File: config.mk
export PLATFORM = sky130hd
export DESIGN_NAME = omlr_top
export DESIGN_NICKNAME = d
export VERILOG_FILES = /design/src/include/omlr_pkg.sv /design/src/hdl/omlr_cell.sv /design/src/hdl/omlr_alloc.sv /design/src/hdl/omlr_top.sv
export SDC_FILE = /design/constraint.sdc
export NUM_CORES = 1
export LEC_CHECK = 0
export ABC_CLOCK_PERIOD_IN_PS = 5300
export BUFFER_PORTS_ARGS = -buffer_cell sky130_fd_sc_hd__buf_2
export CAP_MARGIN = 20
export CORE_MARGIN = 1.5
export CORE_UTILIZATION = 52
export CTS_BUF_LIST = sky130_fd_sc_hd__clkbuf_8 sky130_fd_sc_hd__clkbuf_16
export CTS_CLUSTER_DIAMETER = 40
export DETAILED_ROUTE_END_ITERATION = 7
export HOLD_SLACK_MARGIN = 0.08
export PLACE_DENSITY = 0.86
export SYNTH_ARGS = -nofsm -noshare
export SYNTH_HDL_FRONTEND = slang
export SYNTH_SLANG_ARGS = --single-unit
File: constraint.sdc
create_clock -name clk_i -period 5.3 [get_ports clk_i]
set_input_delay 1.06 -clock clk_i [delete_from_list [all_inputs] [get_ports clk_i]]
set_output_delay 1.06 -clock clk_i [all_outputs]
set_load 0.01 [all_outputs]
File: src/include/omlr_pkg.sv
// Function
// - group bytes sit at offsets 20h and 21h
// - one byte access covers whole group, bit n
// - host load beats logic drive
// - load overrides preset, clear and clock
// - power-on reset clears all cells
// - warm reset keeps cell contents
// - mask bytes sit at offsets 22h and 23h
// - mask bit one blocks write, zero allows
// - set mask protects logic state machines
// - masks read 00h after any reset
// - group a drives port a or b
// - port c pins 0,1,5,6 take no cell
// - rising clock, active high level preset/clear
// - cell feeds pin, bus and feedback together
package omlr_pkg;

	// =========================================================
	// register map
	localparam logic [7:0] OMLR_OFS_GRP_A  = 8'h20;
	localparam logic [7:0] OMLR_OFS_GRP_B  = 8'h21;
	localparam logic [7:0] OMLR_OFS_MASK_A = 8'h22;
	localparam logic [7:0] OMLR_OFS_MASK_B = 8'h23;

	// =========================================================
	// reset values and fixed patterns
	localparam logic [7:0] OMLR_MASK_RST   = 8'h00;
	localparam logic       OMLR_CELL_RST   = 1'b0;
	localparam logic [7:0] OMLR_UNMAPPED   = 8'h00;
	// port c bits that may take a cell output (2,3,4,7)
	localparam logic [7:0] OMLR_PORTC_OK   = 8'h9C;

	// =========================================================
	// sizes
	localparam int         OMLR_GRP_W      = 8;
	localparam int         OMLR_NCELL      = 16;

endpackage

File: src/hdl/omlr_cell.sv
`timescale 1ns/10ps
module omlr_cell
	import omlr_pkg::*;
(
	// clock and resets
	input  wire logic clk_i,
	input  wire logic rst_i,
	input  wire logic por_i,
	// logic side
	input  wire logic d_i,
	input  wire logic pt_clk_i,
	input  wire logic preset_i,
	input  wire logic clear_i,
	// host load
	input  wire logic load_i,
	input  wire logic load_data_i,
	// cell state
	output logic      q_o
);

	// =========================================================
	// state
	typedef struct packed {
		logic q;
		logic clk_prev;
	} omlr_cell_s;

	omlr_cell_s s_q;
	omlr_cell_s s_d;
	logic       rise;

	assign rise = pt_clk_i & ~s_q.clk_prev;

	// next state: power-on, then warm reset hold, then host load, then clear, preset, clock
	always_comb begin
		s_d          = s_q;
		s_d.clk_prev = pt_clk_i;
		if (por_i) begin
			s_d.q = OMLR_CELL_RST;
		end else if (rst_i) begin
			s_d.q = s_q.q;
		end else if (load_i) begin
			s_d.q = load_data_i;
		end else if (clear_i) begin
			s_d.q = 1'b0;
		end else if (preset_i) begin
			s_d.q = 1'b1;
		end else if (rise) begin
			s_d.q = d_i;
		end
	end

	// warm reset only re-arms the edge detector, the cell holds
	always_ff @(posedge clk_i) begin
		if (rst_i) begin
			s_q.clk_prev <= 1'b1; // no false edge right after reset
			s_q.q        <= s_d.q;
		end else begin
			s_q <= s_d;
		end
	end

	assign q_o = s_q.q;
endmodule

File: src/hdl/omlr_alloc.sv
`timescale 1ns/10ps
module omlr_alloc
	import omlr_pkg::*;
(
	// clock and reset
	input  wire logic       clk_i,
	input  wire logic       rst_i,
	// cells and routing
	input  wire logic [15:0] cell_q_i,
	input  wire logic [15:0] drive_en_i,
	input  wire logic [7:0]  a_to_port_a_i,
	input  wire logic [7:0]  b_to_port_c_i,
	input  wire logic        pkg80_i,
	// pins
	output logic [7:0]       port_a_o,
	output logic [7:0]       port_a_oe_o,
	output logic [7:0]       port_b_o,
	output logic [7:0]       port_b_oe_o,
	output logic [7:0]       port_c_o,
	output logic [7:0]       port_c_oe_o
);

	// =========================================================
	// state
	typedef struct packed {
		logic [7:0] a;
		logic [7:0] a_oe;
		logic [7:0] b;
		logic [7:0] b_oe;
		logic [7:0] c;
		logic [7:0] c_oe;
	} omlr_alloc_s;

	omlr_alloc_s s_q;
	omlr_alloc_s s_d;
	logic [7:0]  ga_en;
	logic [7:0]  gb_en;
	logic [7:0]  ga_to_a;
	logic [7:0]  gb_to_c;
	logic [7:0]  ga_to_b;

	// each cell goes to at most one pin; group a wins a shared b pin
	always_comb begin
		ga_en   = drive_en_i[7:0];
		gb_en   = drive_en_i[15:8];
		ga_to_a = a_to_port_a_i & {8{pkg80_i}};
		gb_to_c = b_to_port_c_i & OMLR_PORTC_OK;
		ga_to_b = ga_en & ~a_to_port_a_i;
		s_d.a    = cell_q_i[7:0];
		s_d.a_oe = ga_en & ga_to_a;
		s_d.c    = cell_q_i[15:8] & OMLR_PORTC_OK;
		s_d.c_oe = gb_en & gb_to_c;
		s_d.b_oe = ga_to_b | (gb_en & ~gb_to_c);
		s_d.b    = (ga_to_b & cell_q_i[7:0])
			| (~ga_to_b & cell_q_i[15:8]);
	end

	// pins registered so every top output leaves a flop
	always_ff @(posedge clk_i) begin
		if (rst_i) begin
			s_q <= '0;
		end else begin
			s_q <= s_d;
		end
	end

	assign port_a_o    = s_q.a;
	assign port_a_oe_o = s_q.a_oe;
	assign port_b_o    = s_q.b;
	assign port_b_oe_o = s_q.b_oe;
	assign port_c_o    = s_q.c;
	assign port_c_oe_o = s_q.c_oe;
endmodule

File: src/hdl/omlr_top.sv
`timescale 1ns/10ps
module omlr_top
	import omlr_pkg::*;
#(
	parameter int GRP_W = OMLR_GRP_W
)
(
	// clock and resets
	input  wire logic        clk_i,
	input  wire logic        rst_i,
	input  wire logic        por_i,
	// host data bus, control register space
	input  wire logic        hsel_i,
	input  wire logic [7:0]  haddr_i,
	input  wire logic        hwr_i,
	input  wire logic        hrd_i,
	input  wire logic [7:0]  hwdata_i,
	output logic [7:0]       hrdata_o,
	output logic             hack_o,
	// product-term side, one bit per cell, group a in 7:0
	input  wire logic [15:0] cell_d_i,
	input  wire logic [15:0] cell_clk_i,
	input  wire logic [15:0] cell_preset_i,
	input  wire logic [15:0] cell_clear_i,
	output logic [15:0]      cell_fb_o,
	// pin routing
	input  wire logic [15:0] drive_en_i,
	input  wire logic [7:0]  a_to_port_a_i,
	input  wire logic [7:0]  b_to_port_c_i,
	input  wire logic        pkg80_i,
	// port pins
	output logic [7:0]       port_a_o,
	output logic [7:0]       port_a_oe_o,
	output logic [7:0]       port_b_o,
	output logic [7:0]       port_b_oe_o,
	output logic [7:0]       port_c_o,
	output logic [7:0]       port_c_oe_o
);

	// =========================================================
	// elaboration check
	generate
		if (GRP_W != 8) begin : g_bad_width
			$error("group width must be eight, one cell per bus bit");
		end
	endgenerate

	// =========================================================
	// state
	typedef struct packed {
		logic [7:0] mask_a;
		logic [7:0] mask_b;
		logic [7:0] rdata;
		logic       ack;
	} omlr_top_s;

	omlr_top_s   s_q;
	omlr_top_s   s_d;
	logic        wr_hit;
	logic        rd_hit;
	logic        wr_grp_a;
	logic        wr_grp_b;
	logic [15:0] load;
	logic [15:0] load_data;
	logic [15:0] cells;

	// =========================================================
	// host decode
	// a write in the same cycle as a read is taken as the write
	// a strobe still held in its own ack cycle is not taken twice
	always_comb begin
		wr_hit   = hsel_i & hwr_i & ~s_q.ack & ~rst_i & ~por_i;
		rd_hit   = hsel_i & hrd_i & ~hwr_i & ~s_q.ack & ~rst_i & ~por_i;
		wr_grp_a = wr_hit && (haddr_i == OMLR_OFS_GRP_A);
		wr_grp_b = wr_hit && (haddr_i == OMLR_OFS_GRP_B);
	end

	// per-cell load strobes, gated by the mask of the group
	// masked cells see no load, so their own logic keeps running
	always_comb begin
		load      = {({8{wr_grp_b}} & ~s_q.mask_b),
			({8{wr_grp_a}} & ~s_q.mask_a)};
		load_data = {hwdata_i, hwdata_i};
	end

	// =========================================================
	// register file
	always_comb begin
		s_d     = s_q;
		s_d.ack = wr_hit | rd_hit;
		if (wr_hit && haddr_i == OMLR_OFS_MASK_A) begin
			s_d.mask_a = hwdata_i;
		end
		if (wr_hit && haddr_i == OMLR_OFS_MASK_B) begin
			s_d.mask_b = hwdata_i;
		end
		if (rd_hit) begin
			unique case (haddr_i)
				OMLR_OFS_GRP_A:  s_d.rdata = cells[7:0];
				OMLR_OFS_GRP_B:  s_d.rdata = cells[15:8];
				OMLR_OFS_MASK_A: s_d.rdata = s_q.mask_a;
				OMLR_OFS_MASK_B: s_d.rdata = s_q.mask_b;
				default:         s_d.rdata = OMLR_UNMAPPED;
			endcase
		end
	end

	// masks drop to zero on every reset kind
	always_ff @(posedge clk_i) begin
		if (rst_i || por_i) begin
			s_q.mask_a <= OMLR_MASK_RST;
			s_q.mask_b <= OMLR_MASK_RST;
			s_q.rdata  <= OMLR_UNMAPPED;
			s_q.ack    <= 1'b0;
		end else begin
			s_q <= s_d;
		end
	end

	assign hrdata_o = s_q.rdata;
	assign hack_o   = s_q.ack;

	// =========================================================
	// macrocell flip-flops
	genvar gi;
	generate
		for (gi = 0; gi < OMLR_NCELL; gi++) begin : g_cell
			omlr_cell u_cell (
				.clk_i       (clk_i),
				.rst_i       (rst_i),
				.por_i       (por_i),
				.d_i         (cell_d_i[gi]),
				.pt_clk_i    (cell_clk_i[gi]),
				.preset_i    (cell_preset_i[gi]),
				.clear_i     (cell_clear_i[gi]),
				.load_i      (load[gi]),
				.load_data_i (load_data[gi]),
				.q_o         (cells[gi])
			);
		end
	endgenerate

	// feedback, bus read and pins all tap the same flop
	assign cell_fb_o = cells;

	// =========================================================
	// pin allocation
	omlr_alloc u_alloc (
		.clk_i         (clk_i),
		.rst_i         (rst_i | por_i), // pins idle under either reset
		.cell_q_i      (cells),
		.drive_en_i    (drive_en_i),
		.a_to_port_a_i (a_to_port_a_i),
		.b_to_port_c_i (b_to_port_c_i),
		.pkg80_i       (pkg80_i),
		.port_a_o      (port_a_o),
		.port_a_oe_o   (port_a_oe_o),
		.port_b_o      (port_b_o),
		.port_b_oe_o   (port_b_oe_o),
		.port_c_o      (port_c_o),
		.port_c_oe_o   (port_c_oe_o)
	);
endmodule

==> flow_metrics.py <==
metrics = {
    "route": {
        "via_per_inst": 5.314,
        "wl_per_cell_um": 14.71,
        "vias": 3895,
        "remaining_drc_errors": 0,
        "drt_iter0_markers": 147,
        "drtAntennaViolNets": 0,
        "drtPass1Iterations": 4,
        "wirelength_um": 10790,
    },
    "sta": {
        "worst-slew-pin-transition_ns": 0.6775,
        "min_period_ns": 2.683,
        "fin_hold_ws_ns": 0.4838,
        "rsz0062_at_grt": "no",
        "fin_crit_sh": 0.5063,
        "setup_violations": 0,
        "relSlewSlack": 0.5483,
        "clock_skew_ns": 0.01079,
        "drv_slew": 0,
        "tns_ns": 0,
        "max_freq_mhz": 372.7,
        "hold_violations": 0,
    },
    "synth": {
        "ys_warn_count": 0,
        "postSynthCellCount": 475,
        "synthFlopType": "dfxtp_1",
        "synth.most_common_cell": "dfxtp_1",
        "ys_seq_elements": 97,
        "synth_top_family_by_area": "simple AND/OR/NAND/NOR gates",
        "yosysSeqAreaShare": 0.4318,
        "synth_xor_area_frac": 0,
        "yosysTopAreaCell": "dfxtp_1",
        "synth_compound_area_frac": 0.1174,
        "synth.distinct_cells": 32,
        "syn_area_um2": 4497,
        "synth-edff-count": 0,
        "synthTopCellsByArea": "dfxtp_1 43%, mux2i_1 6.7%, nand2b_1 5.6%, buf_4 5.3%, o211ai_1 5.3%",
        "muxShareOfSynthArea": 0.07179,
        "syn_avg_cell_area_um2": 9.467,
        "yosys.area_share.simple": 0.2994,
        "synth_commonest_cells": "97 x dfxtp_1, 49 x nor2_1, 40 x nand2b_1, 32 x buf_4, 32 x o211ai_1",
        "synth-adder-area-share": 0,
        "async_flop_share": 0,
        "yosysTopAreaCellShare": 0.4318,
    },
    "clock_tree": {
        "ctsHoldBuffers": 0,
        "htreeDepth": 3,
        "clkTransAtPathRegs_ns": 0.09,
        "cts_buffers": 9,
        "tritoncts": "yes",
        "cts_resized": 0,
        "cts.sinks": 97,
        "cts_buffer_depth": 2,
        "post_cts_buffers": 0,
        "cts_root_buffer": "clkbuf_8",
        "insertion_delay_ns": 0.35,
    },
    "global_route": {
        "grt_max_degree": 53,
        "antenna_found_initial": 0,
        "grt_pass1_vias": 3496,
        "grt_usage": 0.2352,
        "grt_pass1_wl_um": 16730,
        "gr-total-overflow": 0,
    },
    "cells_and_area": {
        "area_growth_pct": 21.87,
        "fin_nets": 742,
        "drive_gt1_frac": 0.3678,
        "antennaDiodeCount": 0,
    },
    "power": {
        "power_density_nw_per_um2": 267.9,
        "peakVddDrop_uv": 149.0,
        "leakagePower_nw": 2.624,
    },
    "placed_design": {
        "gp_congestion": 0.8565,
        "dp_hpwl_um": 8368,
        "io_buffers": 179,
    },
    "critical_path": {
        "crit_type": "input port to flip-flop",
        "reg2reg_from": "hack_o",
        "cp.arrival_ns": 2.91,
        "setup.worst_path.start": "rst_i",
        "required_ns": 5.53,
        "worstPathMaxFanout": 52,
        "endpoint_kind": "flip-flop",
        "setup.worst_path.start_class": "input port",
    },
    "die": {
        "die_h_um": 96.00,
        "start_util": 0.5418,
        "dieWidth_um": 96.00,
        "fp-row-count": 33,
        "io_pins": 192,
        "core_area_um2": 8299,
        "die-area_um2": 9215,
    },
    "worst_hold_path": {
        "hold_start": "hrdata_o[6]",
        "hold_class": "flip-flop to flip-flop",
    },
    "flow_run": {
        "max_cap_violations": 0,
    },
    "outcome": {
        "status": "finished, final reports clean",
    },
}
report_power, final:
group,internal [mW],leakage (nW),switching [mW]
sequential,0.749,0.791,0.0169
clock,0.281,0.113,0.256
combinational,0.0838,1.72,0.0814
kinds of logic (layout without fill, tap and decap cells):
family | count (synthesis) | in the layout
buffers and inverters | 61 | 207
AOI/OAI and AO/OA | 70 | 70
DFF | 97 | 97
other | 1 | 8
muxes | 31 | 31
and+or+nand+nor | 215 | 215
per-layer routing:
metal / up-vias / share of wire / track usage
met5: - / 0 / 0
met4: 0 / 0.018 / 0.1017
met3: 15 / 0.068 / 0.04344
met2: 153 / 0.46 / 0.3826
met1: 1811 / 0.46 / 0.3038
li1: 1916 / - / -
area by class of cell:
class | count | area, um^2
inverters | 10 | 37.54
clock buffers | 10 | 137.6
clock inverters | 6 | 90.09
flip-flops and latches | 97 | 1942
repair buffers | 181 | 914.6
well taps | 105 | 131.4
fillers | 703 | 2819
multi-input cells | 324 | 2227
placed cells by master (no fill, tap or decap), drive strengths merged:
cell type,synthesis,layout
a21oi,14,14
a221o,7,7
and2,14,14
and3,13,13
and3b,1,1
and4bb,1,1
buf,36,181
bufinv,0,2
clkbuf,15,10
clkinv,0,2
clkinvlp,0,1
conb,1,8
dfxtp,97,97
inv,10,11
mux2i,30,30
mux4,1,1
nand2,24,24
nand2b,40,40
nand3b,1,1
nand4,6,6
nand4bb,16,16
nor2,49,49
nor2b,21,21
nor3b,1,1
nor4b,3,3
nor4bb,1,1
o211ai,32,32
o21a,1,1
o311ai,16,16
or2,24,24
worst max-delay path, stage by stage:
cell and delay, ns:
buf_2 0.31, nor4b_4 0.52, nand4_2 0.48, o211ai_1 0.39, o311ai_1 0.15
final timing paths:
path,cells past startpoint,end,slack [ns]
worst max register to register,4,g_cell[14].u_cell.q_o,3.41
worst min-delay path,2,hrdata_o[6],0.48
worst max-delay path,5,g_cell[14].u_cell.q_o,2.62
worst min register to register,2,hrdata_o[6],0.48
stage by stage:
stage	worst slack, ns	power (mW)	instance area [um^2]	instances	utilization
3_5_place_dp	2.219	0.9479	5241	716	0.6315
2_1_floorplan	2.909	0.8777	4523	482	-
5_1_grt	2.421	1.536	5480	733	0.6603
3_3_place_gp	2.277	0.9413	5241	716	0.6315
4_1_cts	2.587	1.479	5469	732	0.6590
6_report	2.617	1.468	5480	733	0.6603
state kept, by name, summed over array words and instances (netlist names):
register,count
u_alloc.port_b_o,8
hack_o,1
u_alloc.port_a_o,8
u_alloc.port_a_oe_o,8
hrdata_o,8
u_alloc.port_c_o,4
g_cell.u_cell.s_q,16
s_q,16
u_alloc.port_b_oe_o,8
g_cell.u_cell.q_o,16
u_alloc.port_c_oe_o,4
Power figures use the tool's default switching activity.
